==> config.mk <==
export PLATFORM = sky130hd
export DESIGN_NAME = ofm_oscillator_supervisor
export DESIGN_NICKNAME = d
export VERILOG_FILES = /design/src/include/ofm_pkg.sv /design/src/logic/ofm_oscillator_supervisor.sv /design/src/logic/ofm_pin_sync.sv
export SDC_FILE = /design/constraint.sdc
export NUM_CORES = 1
export LEC_CHECK = 0
export ABC_AREA = 1
export BUFFER_PORTS_ARGS = -buffer_cell sky130_fd_sc_hd__buf_2
export CORE_AREA = 3 3 121 123
export DETAILED_ROUTE_END_ITERATION = 12
export DIE_AREA = 0 0 124 126
export PLACE_DENSITY_LB_ADDON = 0.08
export SYNTH_ARGS = -nofsm -noshare
export SYNTH_HDL_FRONTEND = slang
export SYNTH_SLANG_ARGS = --single-unit
==> constraint.sdc <==
create_clock -name i_sys_clk -period 3.4 [get_ports i_sys_clk]
set_clock_uncertainty 0.15 [all_clocks]
set_input_delay 0.68 -clock i_sys_clk [delete_from_list [all_inputs] [get_ports i_sys_clk]]
set_output_delay 0.68 -clock i_sys_clk [all_outputs]
set_load 0.02 [all_outputs]
==> src/include/ofm_pkg.sv <==
package ofm_pkg;

    // System clock period in nanoseconds.
    localparam int CLK_PERIOD_NS = 10;

    // Final stabilisation phase after the main oscillator recovers.
    localparam int STAB_TIME_NS = 250000;

    // A least time, so the count rounds up to whole cycles.
    localparam int STAB_CYCLES =
        (STAB_TIME_NS + CLK_PERIOD_NS - 1) / CLK_PERIOD_NS;

    // Typical delay from power-on to a correct reset state.
    localparam int POR_TYP_NS = 18000;

    // A longest time, so the count rounds down.
    localparam int POR_TYP_CYCLES = POR_TYP_NS / CLK_PERIOD_NS;

    // Width of the power-on counter, wide enough for POR_TYP_CYCLES.
    localparam int POR_CNT_W = 11;

    // Width of the stabilisation counter, wide enough for the default.
    localparam int STAB_CNT_W = 20;

    // Reference periods that make one comparison window.
    localparam int REF_WINDOW = 16;

    // Width of the window counters.
    localparam int WIN_CNT_W = 8;

    // Least main-oscillator edges per window for a healthy oscillator.
    localparam logic [WIN_CNT_W-1:0] MAIN_MIN_EDGES = 8'h10;

    // Value of the window counters after reset.
    localparam logic [WIN_CNT_W-1:0] WIN_CNT_RESET = 8'h00;

    // Edges after reset before the enable synchroniser gives a verdict.
    localparam logic [2:0] SYNC_SETTLE = 3'h4;

    // Supervision states.
    typedef enum logic [1:0] {
        OFM_FAIL,
        OFM_STAB,
        OFM_RUN
    } ofm_state_e;

    // Clock and reset controls handed to the chip.
    typedef struct packed {
        logic clk_sel_rc;
        logic chip_reset;
        logic port_reset;
    } ofm_ctrl_s;

    // Controls after reset: RC clock selected and the chip held in reset.
    localparam ofm_ctrl_s CTRL_RESET = 3'h7;

endpackage

==> src/logic/ofm_oscillator_supervisor.sv <==
`timescale 1ns/1ps

// How it works
// - Failing main oscillator means chip clock from RC.
// - Chip held in reset while failure persists.
// - After recovery, hold reset another 0.25 ms.
// - Failure whenever RC outruns main, even unstarted.
// - Power-down exit supervised like normal monitoring.
// - Power-on reset logic clocked from RC output.
// - Port pins driven to reset state meanwhile.
// - Reset state reached within 18 us typical.
// - Enable low disables RC, unit has no effect.
module ofm_oscillator_supervisor
#(
    // Stabilisation length in system cycles; shorten for simulation.
    parameter int STAB_CYCLES = ofm_pkg::STAB_CYCLES
)
(
    input wire logic i_sys_clk,
    input wire logic i_rstn,
    input wire logic i_osc_monitor_enable_pin,
    input wire logic i_main_osc,
    input wire logic i_rc_osc,
    input wire logic i_hw_powerdown,
    output logic o_rc_enable,
    output ofm_pkg::ofm_ctrl_s o_ctrl,
    output logic o_reset_valid
);

    // Synchronised enable pin level.
    logic enable_lvl;

    // Rising edges of the two oscillators, one cycle each.
    logic main_rise;
    logic rc_rise;

    // Synchronised power-down request.
    logic powerdown_lvl;

    // Supervision state and its next value.
    ofm_pkg::ofm_state_e state_reg;
    ofm_pkg::ofm_state_e state_next;

    // Reference periods seen in the current window.
    logic [ofm_pkg::WIN_CNT_W-1:0] ref_cnt_reg;

    // Main oscillator edges seen in the current window, saturating.
    logic [ofm_pkg::WIN_CNT_W-1:0] main_cnt_reg;

    // Window closes on this reference edge.
    logic window_done;

    // Window verdict: too few main edges.
    logic window_fail;

    // Stabilisation cycles elapsed.
    logic [ofm_pkg::STAB_CNT_W-1:0] stab_cnt_reg;

    // Cycles spent holding the chip in RC-clocked reset.
    logic [ofm_pkg::POR_CNT_W-1:0] por_cnt_reg;

    // Registered controls toward the chip.
    ofm_pkg::ofm_ctrl_s ctrl_reg;

    // Registered reset-state indicator.
    logic reset_valid_reg;

    // Edges counted after reset until the enable level is trusted.
    logic [2:0] settle_cnt_reg;

    // Last stabilisation count, cut to the counter width.
    localparam logic [ofm_pkg::STAB_CNT_W-1:0] STAB_LAST =
        ofm_pkg::STAB_CNT_W'(STAB_CYCLES - 1);

    // Last reference count of a window.
    localparam logic [ofm_pkg::WIN_CNT_W-1:0] REF_LAST =
        ofm_pkg::WIN_CNT_W'(ofm_pkg::REF_WINDOW - 1);

    // Power-on count at which the reset state counts as reached.
    localparam logic [ofm_pkg::POR_CNT_W-1:0] POR_LAST =
        ofm_pkg::POR_CNT_W'(ofm_pkg::POR_TYP_CYCLES - 1);

    // The pin, both oscillators and power-down come from other domains.
    ofm_pin_sync u_sync_enable
    (
        .i_sys_clk (i_sys_clk),
        .i_rstn (i_rstn),
        .i_async (i_osc_monitor_enable_pin),
        .o_level (enable_lvl),
        .o_rise ()
    );

    ofm_pin_sync u_sync_main
    (
        .i_sys_clk (i_sys_clk),
        .i_rstn (i_rstn),
        .i_async (i_main_osc),
        .o_level (),
        .o_rise (main_rise)
    );

    ofm_pin_sync u_sync_rc
    (
        .i_sys_clk (i_sys_clk),
        .i_rstn (i_rstn),
        .i_async (i_rc_osc),
        .o_level (),
        .o_rise (rc_rise)
    );

    ofm_pin_sync u_sync_pd
    (
        .i_sys_clk (i_sys_clk),
        .i_rstn (i_rstn),
        .i_async (i_hw_powerdown),
        .o_level (powerdown_lvl),
        .o_rise ()
    );

    // The window closes on the last reference edge of the window.
    assign window_done = rc_rise && (ref_cnt_reg == REF_LAST);

    // A main oscillator that has not started counts zero and fails.
    assign window_fail = main_cnt_reg < ofm_pkg::MAIN_MIN_EDGES;

    // Reference window counter; restarts when disabled or powered down.
    always_ff @(posedge i_sys_clk)
    begin
        if (!i_rstn)
        begin
            ref_cnt_reg <= ofm_pkg::WIN_CNT_RESET;
        end
        else if (!enable_lvl || powerdown_lvl)
        begin
            ref_cnt_reg <= ofm_pkg::WIN_CNT_RESET;
        end
        else if (window_done)
        begin
            ref_cnt_reg <= ofm_pkg::WIN_CNT_RESET;
        end
        else if (rc_rise)
        begin
            ref_cnt_reg <= ref_cnt_reg + 8'h01;
        end
    end

    // Main edge counter; saturates so a fast crystal never wraps.
    always_ff @(posedge i_sys_clk)
    begin
        if (!i_rstn)
        begin
            main_cnt_reg <= ofm_pkg::WIN_CNT_RESET;
        end
        else if (!enable_lvl || powerdown_lvl || window_done)
        begin
            // An edge landing on the closing cycle is dropped; the
            // threshold equals REF_WINDOW, so it leaves no margin for that loss.
            main_cnt_reg <= ofm_pkg::WIN_CNT_RESET;
        end
        else if (main_rise && (main_cnt_reg != 8'hff))
        begin
            main_cnt_reg <= main_cnt_reg + 8'h01;
        end
    end

    // Next supervision state.
    always_comb
    begin
        state_next = state_reg;
        unique case (state_reg)
            ofm_pkg::OFM_FAIL:
            begin
                // Leave failure only on a healthy window.
                if (window_done && !window_fail)
                begin
                    state_next = ofm_pkg::OFM_STAB;
                end
            end
            ofm_pkg::OFM_STAB:
            begin
                if (window_done && window_fail)
                begin
                    state_next = ofm_pkg::OFM_FAIL;
                end
                else if (stab_cnt_reg == STAB_LAST)
                begin
                    state_next = ofm_pkg::OFM_RUN;
                end
            end
            ofm_pkg::OFM_RUN:
            begin
                if (window_done && window_fail)
                begin
                    state_next = ofm_pkg::OFM_FAIL;
                end
            end
        endcase
    end

    // State register; power-down and disable restart supervision.
    always_ff @(posedge i_sys_clk)
    begin
        if (!i_rstn)
        begin
            state_reg <= ofm_pkg::OFM_FAIL;
        end
        else if (!enable_lvl || powerdown_lvl)
        begin
            // Power-down exit then runs the same path as a failure.
            state_reg <= ofm_pkg::OFM_FAIL;
        end
        else
        begin
            state_reg <= state_next;
        end
    end

    // Stabilisation counter runs only in the final reset phase.
    always_ff @(posedge i_sys_clk)
    begin
        if (!i_rstn)
        begin
            stab_cnt_reg <= '0;
        end
        else if (state_reg != ofm_pkg::OFM_STAB || state_next !=
                 ofm_pkg::OFM_STAB || !enable_lvl || powerdown_lvl)
        begin
            stab_cnt_reg <= '0;
        end
        else
        begin
            stab_cnt_reg <= stab_cnt_reg + 20'h00001;
        end
    end

    // Counts RC-clocked reset cycles until the reset state is settled.
    always_ff @(posedge i_sys_clk)
    begin
        if (!i_rstn)
        begin
            por_cnt_reg <= '0;
            reset_valid_reg <= 1'b0;
        end
        else if (!enable_lvl)
        begin
            por_cnt_reg <= '0;
            reset_valid_reg <= 1'b0;
        end
        else if (por_cnt_reg != POR_LAST)
        begin
            por_cnt_reg <= por_cnt_reg + 11'h001;
        end
        else
        begin
            reset_valid_reg <= 1'b1;
        end
    end

    // Controls toward the chip; all inert while the unit is disabled.
    always_ff @(posedge i_sys_clk)
    begin
        if (!i_rstn)
        begin
            ctrl_reg <= ofm_pkg::CTRL_RESET;
            settle_cnt_reg <= '0;
        end
        else if (settle_cnt_reg != ofm_pkg::SYNC_SETTLE)
        begin
            // Enable level still unknown, so the chip is not let go.
            settle_cnt_reg <= settle_cnt_reg + 3'h1;
            ctrl_reg <= ofm_pkg::CTRL_RESET;
        end
        else if (!enable_lvl)
        begin
            ctrl_reg <= '0;
        end
        else if (powerdown_lvl)
        begin
            ctrl_reg <= ofm_pkg::CTRL_RESET;
        end
        else
        begin
            // RC clock only while the main oscillator is judged failed.
            ctrl_reg.clk_sel_rc <= (state_next == ofm_pkg::OFM_FAIL);
            ctrl_reg.chip_reset <= (state_next != ofm_pkg::OFM_RUN);
            ctrl_reg.port_reset <= (state_next != ofm_pkg::OFM_RUN);
        end
    end

    // The RC reference runs only while the pin enables the unit.
    assign o_rc_enable = enable_lvl;
    assign o_ctrl = ctrl_reg;
    assign o_reset_valid = reset_valid_reg;

endmodule // ofm_oscillator_supervisor

==> src/logic/ofm_pin_sync.sv <==
`timescale 1ns/1ps

// Brings one foreign level into the system clock domain.
// A change is accepted only once the second and third stages agree.
module ofm_pin_sync
(
    input wire logic i_sys_clk,
    input wire logic i_rstn,
    input wire logic i_async,
    output logic o_level,
    output logic o_rise
);

    // Three-stage shift chain; stage 0 is read only by stage 1.
    logic [2:0] chain_reg;

    // Accepted, debounced level.
    logic level_reg;

    // One-cycle pulse on an accepted rising change.
    logic rise_reg;

    // Shift the foreign level through the chain.
    always_ff @(posedge i_sys_clk)
    begin
        if (!i_rstn)
        begin
            chain_reg <= 3'h0;
        end
        else
        begin
            chain_reg <= {chain_reg[1:0], i_async};
        end
    end

    // Accept a new level only when the two later stages agree.
    always_ff @(posedge i_sys_clk)
    begin
        if (!i_rstn)
        begin
            level_reg <= 1'b0;
            rise_reg <= 1'b0;
        end
        else if (chain_reg[1] == chain_reg[2])
        begin
            level_reg <= chain_reg[2];
            rise_reg <= chain_reg[2] & ~level_reg;
        end
        else
        begin
            // Stages disagree, so the old level is kept.
            rise_reg <= 1'b0;
        end
    end

    assign o_level = level_reg;
    assign o_rise = rise_reg;

endmodule // ofm_pin_sync

==> summary by stage, run 1 <==
Global route
The remaining global-route overflow is 0. Entering global routing, the biggest net connects 22 pins. The initial antenna violation count came to 0. The wire length of the first global-routing pass is 11490 um. The via count of the first global-routing pass is 2444. In the global route stage, overall resource usage came out at under 10%.

CTS
The post-CTS setup repair buffer count is 0. The clock drives 73 sinks. The clock tree root driver cell is sky130_fd_sc_hd__clkbuf_16. Post-CTS repair changed the size of 0 cells. The number of clock buffers inserted by TritonCTS is 9. After clock tree synthesis, the clock-pin slew on the worst setup and hold paths is 0.06 ns.

The post-cts hold buffer count is 0. The depth of the CTS H-tree is 3. The CTS tree is built. The number of buffers on the longest clock path is 2. The clock latency on the worst-skew pair is approximately 0.33 ns.

Timing
The slew at the pin closest to its max-slew limit is roughly 0.64 ns. Setup repair after global routing left no endpoint under its margin. The worst max-slew margin expressed relative to the limit is a little under three fifths. The timing-limited maximum frequency is 465.2 MHz. The worst hold slack across all endpoints is 0.2617 ns. Subtracting the final worst setup slack from the clock period gives 2.150 ns. The max-slew violation total from the final report came to 0. Setup violations remaining at the end of the flow were counted as 0. The number of endpoints with negative hold slack in the final report came to 0. The total negative slack is 0 ns.

The ratio of final minimum period to clock period is a little over three fifths.

Yosys
By area the synthesized netlist is led by sky130_fd_sc_hd__dfxtp_1 (43%), sky130_fd_sc_hd__nand2_1 (8.3%), sky130_fd_sc_hd__nor3_2 (7.1%). Summed over all instances, the cell type with the most area after synthesis is sky130_fd_sc_hd__dfxtp_1. By area, the combinational part of the netlist is dominated by simple AND/OR/NAND/NOR gates.

After synthesis, the netlist uses 36 different library cells. In this run the cell area of the synthesized design comes to ~3400 um2. The number of register bits inferred by synthesis is 73.

The area fraction of the dominant cell type after synthesis is 42.94%. The proportion of synthesized area in mux cells is 0%. The count of warnings emitted by yosys is 0. The post-synthesis sequential area ratio is 42.94%. The number of instances in the synthesized netlist is about 430. The simple-gate share of the synthesized area is 32.10%. The most used flip-flop cell after synthesis is sky130_fd_sc_hd__dfxtp_1. Summing the areas of all compound-gate instances in the mapped netlist gives 7.022% of the synthesized area. The post-synthesis adder-cell area fraction is 2.941%. The parity-gate share of the synthesized area counting xor and xnor cells is 5.919%. The number of nets in the synthesized netlist is 442. Averaged over all synthesized cells, the footprint is 7.952 um2.

Ranked by instance count, the synthesized netlist is headed by sky130_fd_sc_hd__nand2_1 (75), sky130_fd_sc_hd__dfxtp_1 (73), sky130_fd_sc_hd__inv_1 (55), sky130_fd_sc_hd__nor2_1 (47). The async set-reset flop share out of synthesis is 0%. Counting flops with a built-in enable in the synthesized netlist gives 0. The most common cell in the synthesized netlist is sky130_fd_sc_hd__nand2_1.

Power and ir drop
The analysis attributes to cell leakage a power of 0.001445 uW. The worst vdd rail ir drop is 206.8 uV. In this run the power density over the cells is 475.8 nW/um2.

Route
For this block, the via count after detailed routing is 2575. The per-cell via count in the routed design is 4.120. The first routing iteration left 73 violations. The final layout contains routed wiring with a total length of 6496 um. Once detail routing completed, the nets flagged for antenna violations numbered 0. In the routed design, unresolved DRC markers number 0. The first detailed-routing pass took 4 iterations. The average routed wire per standard cell is 10.39 um.

Status
The run finished with clean final reports.

Layout
The total of fill cells in the finished design is 1532. At the end of the flow the core is filled with cells to between 20 and 30%. The final net count is 455.

The antenna diode count is 0. The flip-flop count of the largest register, all copies and words added is 20. Cells with a size suffix above 1 make up ~17% of the layout. The post-synthesis to final-layout area growth is 14.45%.

Placement
The detailed placement HPWL is ~4600 um. The placer congestion estimate is 0.7296. Input and output buffers added on the ports amount to 10.

Die
The floorplan step defined a die boundary enclosing 15620 um2. The starting density of the core is between 20% and 30%. After floorplanning, the core was divided into between 40 and 50 placement rows. From bottom edge to top edge, the die measures 126 um. The core region is about 14000 um2. The count of boundary I/O pins is 11.

The die boundary width is 124 um.

Job
Across the run, the number of max-cap violations was 0.

Critical path
Along the worst path, the maximum fanout reaches 20. STA classifies the critical path startpoint as a flop. The kind of capture point of the worst setup path is a flop. The data required time of the worst path is ~3.5 ns. The worst setup path is of the flop to flop kind. The worst endpoint data arrival time is around 2.2 ns.

Worst hold path
The type of the worst min-delay path is flop to flop.
-- worst paths after layout --
| check | startpoint | slack, ns | to | depth (start not counted) |
|---|---|---|---|---|
| max reg2reg | stab_cnt_reg[0]$_SDFF_PP0_ | 1.25 | stab_cnt_reg[16]$_SDFF_PP0_ | 8 |
| max | stab_cnt_reg[0]$_SDFF_PP0_ | 1.25 | stab_cnt_reg[16]$_SDFF_PP0_ | 8 |
| min | u_sync_main.chain_reg[0]$_SDFF_PN0_ | 0.26 | u_sync_main.chain_reg[1]$_SDFF_PN0_ | 2 |
| min reg2reg | u_sync_main.chain_reg[0]$_SDFF_PN0_ | 0.26 | u_sync_main.chain_reg[1]$_SDFF_PN0_ | 2 |
-- layout by cell type (no fill, tap or decap), types with 5 or more instances in the layout --
cell type                   instances
sky130_fd_sc_hd__a21oi_1           24
sky130_fd_sc_hd__buf_2             10
sky130_fd_sc_hd__clkbuf_16          9
sky130_fd_sc_hd__dfxtp_1           73
sky130_fd_sc_hd__ha_1               8
sky130_fd_sc_hd__inv_1             55
sky130_fd_sc_hd__inv_2             10
sky130_fd_sc_hd__nand2_1           75
sky130_fd_sc_hd__nand2_2            6
sky130_fd_sc_hd__nand3_1           17
sky130_fd_sc_hd__nand3_2            5
sky130_fd_sc_hd__nand4_1           11
sky130_fd_sc_hd__nor2_1            47
sky130_fd_sc_hd__nor3_1             7
sky130_fd_sc_hd__nor3_2            24
sky130_fd_sc_hd__o21ai_0           10
sky130_fd_sc_hd__xnor2_1            7
sky130_fd_sc_hd__xor2_1            16
-- power breakdown --
part	internal (uW)	switching (uW)
Sequential	881	14.9
Combinational	27.6	37.6
Clock	545	347
Total	1450	399
-- layer usage --
metal / track usage, % / vias up / part of all wire (%)
met5: 0 / - / 0
met4: 5.799 / 0 / 3.0
met3: 2.425 / 13 / 2.8
met2: 13.84 / 26 / 43
met1: 12.06 / 1148 / 51
li1: - / 1388 / -
-- per-stage QoR --
step | cells | worst slack [ns] | power (uW) | cell area (um2)
final | 625 | 1.250 | 1853 | 3895
after CTS | 625 | 1.181 | 1899 | 3895
after global placement | 610 | 0.8876 | 979.0 | 3613
after floorplan | 428 | 1.621 | 965.1 | 3403
after detailed placement | 610 | 0.8290 | 980.8 | 3613
after global routing | 625 | 0.9914 | 1935 | 3895
-- worst max-delay path, stage by stage, from the launching register on --
cell and delay [ns]:
sky130_fd_sc_hd__dfxtp_1 0.44, sky130_fd_sc_hd__ha_1 0.28, sky130_fd_sc_hd__nand4_1 0.12, sky130_fd_sc_hd__nor2_1 0.16, sky130_fd_sc_hd__nand4_1 0.11, sky130_fd_sc_hd__nand2_1 0.11
sky130_fd_sc_hd__nand3_2 0.07, sky130_fd_sc_hd__nand2_2 0.48, sky130_fd_sc_hd__nor3_2 0.09
-- cell families after synthesis --
group                    after synthesis
AND/OR/NAND/NOR                      207
adder cells (fa/ha/maj)                8
XOR/XNOR                              23
flip-flops                            73
AO/OA/AOI/OAI                         44
buffers and inverters                 73
-- final cells by class --
type | instances | area [um2] | share of cell area, %
tap | 180 | 225.2 | 5.782
clock inverter | 3 | 15.01 | 0.3855
timing repair buffer | 10 | 50.05 | 1.285
inverter | 65 | 244.0 | 6.264
clock buffer | 12 | 266.5 | 6.842
sequential | 73 | 1461 | 37.52
multi-input combinational | 282 | 1633 | 41.92
Note: power is estimated with default switching activity, not from simulation.
==> inputs of run 2 (changes only) <==
clock period = 1.9 ns   (was 3.4 ns; I/O delays follow)
==> summary by stage, run 2 (synthesis gave the netlist of run 1 again) <==
Timing
The worst max-slew margin expressed relative to the limit came to 79.52% (was 56.97%). The number of endpoints with negative hold slack in the final report was 0 (unchanged). The worst hold slack across all endpoints is 0.06597 ns (was 0.2617 ns). The slew at the pin closest to its max-slew limit is 0.3069 ns (was 0.6432 ns). The max-slew violation total from the final report is 0 (unchanged).

The setup slack after layout was 0.1341 ns (was 1.250 ns). The timing-limited maximum frequency is 566.3 MHz (was 465.2 MHz). The clock period minus worst slack was 1.766 ns (was 2.150 ns). Unrepaired setup endpoints after global routing: yes (was no). The setup-violating endpoint count in the final report came to 0 (unchanged). The total negative slack came to 0 ns (unchanged). The ratio of final minimum period to clock period is 92.94% (was 63.23%).

Critical path
The worst endpoint data arrival time was 1.84 ns (was 2.20 ns). The kind of capture point of the worst setup path is a flop (unchanged). The kind of start point of the critical path is a flop (unchanged). The largest fanout on the critical path was 11 (was 20). The critical path class is flop to flop (unchanged). The data required time of the worst path is 1.98 ns (was 3.45 ns).

Placement
The count of input and output buffers is 10 (unchanged). The placer congestion estimate was 0.7532 (was 0.7296). The minimum setup slack after placement is 0.08512 ns (was 0.8290 ns). The detailed placement HPWL was 4833 um (was 4600 um).

Route
The routed via count came to 2610 (was 2575). The number of nets with antenna violations after routing is 0 (unchanged). The total DRC errors in the routed layout is 0 (unchanged). The average routed wire per standard cell came to 10.49 um (was 10.39 um). The count of TritonRoute iterations in the first routing pass came to 4 (unchanged).

The per-cell via count in the routed design is 4.065 (was 4.120). The DRC marker count from the first detailed-route iteration is 95 (was 73). The wire length after detailed routing is 6732 um (was 6496 um).

CTS
The number of clock buffers inserted by TritonCTS was 9 (unchanged). The post-cts hold buffer count is 0 (unchanged). The clock tree root driver cell is sky130_fd_sc_hd__clkbuf_16 (unchanged).

The depth of the CTS H-tree is 3 (unchanged). The clock slew at the register clock pins of the worst setup and hold paths is 0.06 ns (about the same). The number of clock sinks seen by CTS is 73 (unchanged). The clock latency on the worst-skew pair is 0.34 ns (was 0.33 ns).

The CTS tree is built (unchanged). The number of buffers on the longest clock path came to 2 (unchanged).

Layout
The leading cell type in the layout, fill and taps excluded is sky130_fd_sc_hd__nand2_1 (unchanged). The final net count is 471 (was 455). The antenna diode count came to 0 (unchanged). The layout cell share with drive strength beyond 1 is 21.00% (was 17.30%). The post-synthesis to final-layout area growth is 19.93% (was 14.45%).

The total of fill cells in the finished design is 1556 (was 1532). Most frequent cells in the layout: sky130_fd_sc_hd__nand2_1 (75), sky130_fd_sc_hd__dfxtp_1 (70), sky130_fd_sc_hd__inv_1 (55) (was sky130_fd_sc_hd__nand2_1 (75), sky130_fd_sc_hd__dfxtp_1 (73), sky130_fd_sc_hd__inv_1 (55)). The flip-flop count of the largest register, all copies and words added was 20 (unchanged).

Power and ir drop
The power per cell area is 849.1 nW/um2 (was 475.8 nW/um2). The static leakage was 0.001543 uW (was 0.001445 uW). The worst vdd rail ir drop is 561.5 uV (was 206.8 uV).

The power after layout came to 3466 uW (was 1853 uW).

Global route
The via count of the first global-routing pass was 2421 (was 2444). The aggregate global-route resource usage is 9.465% (was 9.361%). The remaining global-route overflow is 0 (unchanged).

The initial antenna violation count was 0 (unchanged). The wire length of the first global-routing pass is 11390 um (was 11490 um). The maximum number of pins on one net before global-route repair is 21 (was 22).

Die
The core area is 13770 um2 (unchanged). The die boundary width is 124 um (unchanged). The row count is 43 (unchanged).

The count of boundary I/O pins was 11 (unchanged). The starting density of the core is 24.71% (unchanged). The height of the die was 126 um (unchanged). The die outline area came to 15620 um2 (unchanged).

Worst hold path
The type of the worst min-delay path is input port to flop (was flop to flop).

Status
Outcome: finished, final reports clean (unchanged).

Job
The max-cap check violation count is 0 (unchanged).
## run 2: cell types whose count changed in the layout (fill, tap and decap cells not counted), sizes merged
cell,change
clkbuf,-2
buf,+16
clkinvlp,+2
bufinv,+1
## run 2: repair_timing
item,CTS,global route
buffers inserted,0,1
resized for setup,0,3
endpoints found under the setup margin,0,23
## run 2: final cells by class
type / instances / area, um2 / area share, %
multi-input cells: 282 / 1633 / 40.01
clock inverters: 6 / 67.56 / 1.655
well taps: 180 / 225.2 / 5.518
clock buffers: 10 / 239.0 / 5.855
flip-flops and latches: 73 / 1465 / 35.90
inverters: 65 / 244.0 / 5.978
repair buffers: 26 / 207.7 / 5.089
## run 2: worst max-delay path: stages, from the launching register on
cell and delay, ns:
sky130_fd_sc_hd__dfxtp_2 0.34, sky130_fd_sc_hd__inv_1 0.06, sky130_fd_sc_hd__ha_1 0.20, sky130_fd_sc_hd__or2_2 0.30, sky130_fd_sc_hd__nand2_2 0.08, sky130_fd_sc_hd__inv_1 0.04
sky130_fd_sc_hd__nand3_1 0.09, sky130_fd_sc_hd__nand2_2 0.09, sky130_fd_sc_hd__nand2_4 0.11, sky130_fd_sc_hd__buf_12 0.15, sky130_fd_sc_hd__nor3_2 0.04
## run 2: final timing paths
| kind | from | end | slack, ns | cells after the start |
|---|---|---|---|---|
| worst min register to register | u_sync_rc.chain_reg[0]$_SDFF_PN0_ | u_sync_rc.chain_reg[1]$_SDFF_PN0_ | 0.26 | 2 |
| worst max-delay path | state_reg[0]$_SDFF_PP0_ | stab_cnt_reg[6]$_SDFF_PP0_ | 0.13 | 10 |
| worst min-delay path | i_hw_powerdown | u_sync_pd.chain_reg[0]$_SDFF_PN0_ | 0.07 | 3 |
| worst max register to register | state_reg[0]$_SDFF_PP0_ | stab_cnt_reg[6]$_SDFF_PP0_ | 0.13 | 10 |
## run 2: metrics by stage
step | instance area [um2] | instances | utilization [%]
3_5_place_dp | 3764 | 625 | 27.33
2_1_floorplan | 3403 | 428 | -
3_3_place_gp | 3764 | 625 | 27.33
5_1_grt | 4081 | 642 | 29.63
6_report | 4081 | 642 | 29.63
4_1_cts | 4070 | 641 | 29.55
## run 2: metal layers
metal | share of wire [%] | global-route usage [%]
met2 | 43 | 13.39
met5 | 0 | 0
met4 | 2.9 | 5.412
met3 | 2.9 | 2.964
met1 | 52 | 12.60
## run 2: where the power goes
group / switching, uW / internal, uW / total [uW]
Sequential: 27.3 / 1580 / 1600
Clock: 688 / 1050 / 1740
Combinational: 68.9 / 51.2 / 120
Total: 785 / 2680 / 3470
==> inputs of run 3 (changes only) <==
BUFFER_PORTS_ARGS = default   (was -buffer_cell sky130_fd_sc_hd__buf_2)
DONT_BUFFER_PORTS = 1   (was default)
TNS_END_PERCENT = 100   (was default)
==> summary by stage, run 3 (synthesis gave the netlist of run 1 again) <==
Status
Outcome: finished, final reports clean (unchanged).

Critical path
Crit-path cells: inv_1, ha_1, or2_2, nand2_2, inv_1, nand3_1, nand2_2, nand2_4, buf_12, nor3_2 (unchanged). The critical path class was flop to flop (unchanged). The slowest library cell on the worst path was sky130_fd_sc_hd__dfxtp_1 (was sky130_fd_sc_hd__dfxtp_2). The critical path depth was 10 (unchanged). The kind of capture point of the worst setup path is a flop (unchanged).

The largest fanout on the critical path was 11 (unchanged). The number of cells on the worst reg-to-reg path is 10 (unchanged). The top cell family by delay on the critical path was simple AND/OR/NAND/NOR gates (unchanged). The count of buffer and inverter cells on the critical path was 3 (unchanged).

The kind of start point of the critical path is a flop (unchanged). The worst endpoint data arrival time is 1.85 ns (was 1.84 ns). The longest individual stage delay on the worst path is 0.36 ns (was 0.34 ns). The launching point of the worst reg2reg path is state_reg[0]$_SDFF_PP0_ (unchanged).

The destination of the worst register-to-register timing path is stab_cnt_reg[2]$_SDFF_PP0_ (was stab_cnt_reg[6]$_SDFF_PP0_). The data required time of the worst path is 1.97 ns (was 1.98 ns). The setup slack of the most critical reg-to-reg path is 0.12 ns (was 0.13 ns).

Route
The wire length after detailed routing is 6765 um (was 6732 um). The count of TritonRoute iterations in the first routing pass is 4 (unchanged). The per-cell via count in the routed design came to 4.122 (was 4.065). The number of nets with antenna violations after routing came to 0 (unchanged). The routed via count was 2630 (was 2610). The total DRC errors in the routed layout is 0 (unchanged). The average routed wire per standard cell is 10.60 um (was 10.49 um). The DRC marker count from the first detailed-route iteration was 98 (was 95).

Die
The row count is 43 (unchanged). The starting density of the core came to 24.71% (unchanged). The die boundary width is 124 um (unchanged). The height of the die is 126 um (unchanged).

The core area was 13770 um2 (unchanged). The count of boundary I/O pins came to 11 (unchanged). The die outline area is 15620 um2 (unchanged).

Layout
The antenna diode count is 0 (unchanged). The final net count was 467 (was 471). The flip-flop count of the largest register, all copies and words added is 20 (unchanged). The post-synthesis to final-layout area growth came to 22.28% (was 19.93%).

Most frequent cells in the layout: sky130_fd_sc_hd__nand2_1 (75), sky130_fd_sc_hd__dfxtp_1 (72), sky130_fd_sc_hd__inv_1 (55) (was sky130_fd_sc_hd__nand2_1 (75), sky130_fd_sc_hd__dfxtp_1 (70), sky130_fd_sc_hd__inv_1 (55)). The leading cell type in the layout, fill and taps excluded is sky130_fd_sc_hd__nand2_1 (unchanged). The layout cell share with drive strength beyond 1 is 19.00% (was 21.00%). The total of fill cells in the finished design is 1510 (was 1556). The filler-free cell count of the finished design was 638 (was 642).

Placement
The placer congestion estimate is 0.7380 (was 0.7532). The minimum setup slack after placement came to 0.1139 ns (was 0.08512 ns). The count of input and output buffers was 0 (was 10). The total instance count after detailed placement was 615 (was 625).

The detailed placement HPWL is 4838 um (was 4833 um).

Timing
The slew at the pin closest to its max-slew limit is 0.3942 ns (was 0.3069 ns). The total negative slack came to 0 ns (unchanged). The setup-violating endpoint count in the final report came to 0 (unchanged). The number of endpoints with negative hold slack in the final report came to 0 (unchanged). The max-slew violation total from the final report is 0 (unchanged).

The setup slack after layout was 0.1160 ns (was 0.1341 ns). Unrepaired setup endpoints after global routing: no (was yes). The timing-limited maximum frequency is 560.5 MHz (was 566.3 MHz). The ratio of final minimum period to clock period came to 93.90% (was 92.94%).

The worst max-slew margin expressed relative to the limit came to 73.68% (was 79.52%). The clock period minus worst slack was 1.784 ns (was 1.766 ns).

Power and ir drop
The power per cell area is 907.5 nW/um2 (was 849.1 nW/um2). The power after layout is 3776 uW (was 3466 uW). The static leakage was 0.001566 uW (was 0.001543 uW). The worst vdd rail ir drop is 399.7 uV (was 561.5 uV).

Worst hold path
The type of the worst min-delay path is input port to flop (unchanged). The origin of the worst min-delay path is i_rstn (was i_hw_powerdown). The worst hold endpoint was u_sync_main.chain_reg[2]$_SDFF_PN0_ (was u_sync_pd.chain_reg[0]$_SDFF_PN0_). The hold-critical path depth is 2 (was 3).

CTS
The clock latency on the worst-skew pair is 0.34 ns (about the same). The number of clock buffers inserted by TritonCTS was 9 (unchanged). The clock slew at the register clock pins of the worst setup and hold paths is 0.06 ns (about the same).

The depth of the CTS H-tree was 3 (unchanged). The number of buffers on the longest clock path was 2 (unchanged). The clock tree root driver cell is sky130_fd_sc_hd__clkbuf_16 (unchanged).

The number of clock sinks seen by CTS is 73 (unchanged). The CTS tree is built (unchanged).

Global route
The via count of the first global-routing pass came to 2473 (was 2421). The maximum number of pins on one net before global-route repair is 13 (was 21). The wire length of the first global-routing pass is 11430 um (was 11390 um). The initial antenna violation count is 0 (unchanged). The aggregate global-route resource usage is 9.406% (was 9.465%). The remaining global-route overflow is 0 (unchanged).

Job
The max-cap check violation count is 0 (unchanged).
==> run 3: cell count changes in the layout (fill, tap and decap cells not counted), moves of 2 or more <==
cell	previous run	this run
sky130_fd_sc_hd__dfxtp_1	70	72
sky130_fd_sc_hd__buf_2	10	0
sky130_fd_sc_hd__clkinvlp_4	2	0
sky130_fd_sc_hd__dlygate4sd3_1	0	5
sky130_fd_sc_hd__dfxtp_2	3	1
sky130_fd_sc_hd__clkinv_4	2	0
sky130_fd_sc_hd__bufinv_16	1	4
sky130_fd_sc_hd__nor2_1	47	45
==> run 3: worst max path at each step <==
stage | start | endpoint
finish | state_reg[0]$_SDFF_PP0_ | stab_cnt_reg[2]$_SDFF_PP0_
global route | por_cnt_reg[1]$_SDFFE_PN0P_ | por_cnt_reg[1]$_SDFFE_PN0P_
CTS | state_reg[1]$_SDFF_PP0_ | stab_cnt_reg[2]$_SDFF_PP0_
detailed placement | state_reg[1]$_SDFF_PP0_ | stab_cnt_reg[2]$_SDFF_PP0_
global placement | state_reg[1]$_SDFF_PP0_ | stab_cnt_reg[2]$_SDFF_PP0_
floorplan | state_reg[1]$_SDFF_PP0_ | stab_cnt_reg[2]$_SDFF_PP0_
==> run 3: layout make-up <==
class	instances	area [um2]	area share [%]
multi-input cells	282	1643	39.48
clock inverters	6	130.1	3.127
repair buffers	22	227.7	5.472
inverters	65	244.0	5.863
flip-flops and latches	73	1463	35.15
clock buffers	10	229.0	5.502
well taps	180	225.2	5.412
==> run 3: per-layer routing <==
| layer | GRT usage, % | vias to the layer above | share of wire [%] |
|---|---|---|---|
| met5 | 0 | - | 0 |
| met4 | 4.446 | 0 | 2.2 |
| met3 | 3.233 | 10 | 3.6 |
| met2 | 13.46 | 24 | 43 |
| met1 | 12.61 | 1179 | 52 |
| li1 | - | 1417 | - |
==> run 3: power breakdown <==
group	internal (uW)	switching, uW	total (uW)
registers	1580	39.9	1620
logic	46.6	49.8	96.3
clock network	1410	653	2060
==> run 3: repair_timing <==
action / CTS / global route
hold buffers: 5 / 0
endpoints found under the setup margin: 0 / 13
setup buffers: 0 / 2
gates resized for setup: 0 / 4
hold endpoints to repair: 10 / 0
==> run 3: per-stage QoR <==
stage	area (um2)	hold slack, ns	util (%)
floorplan	3403	0.2405	-
global placement	3726	0.2497	27.05
detailed placement	3726	0.2520	27.05
CTS	4135	0.0002490	30.02
global route	4161	0.01398	30.21
finish	4161	0.02427	30.21
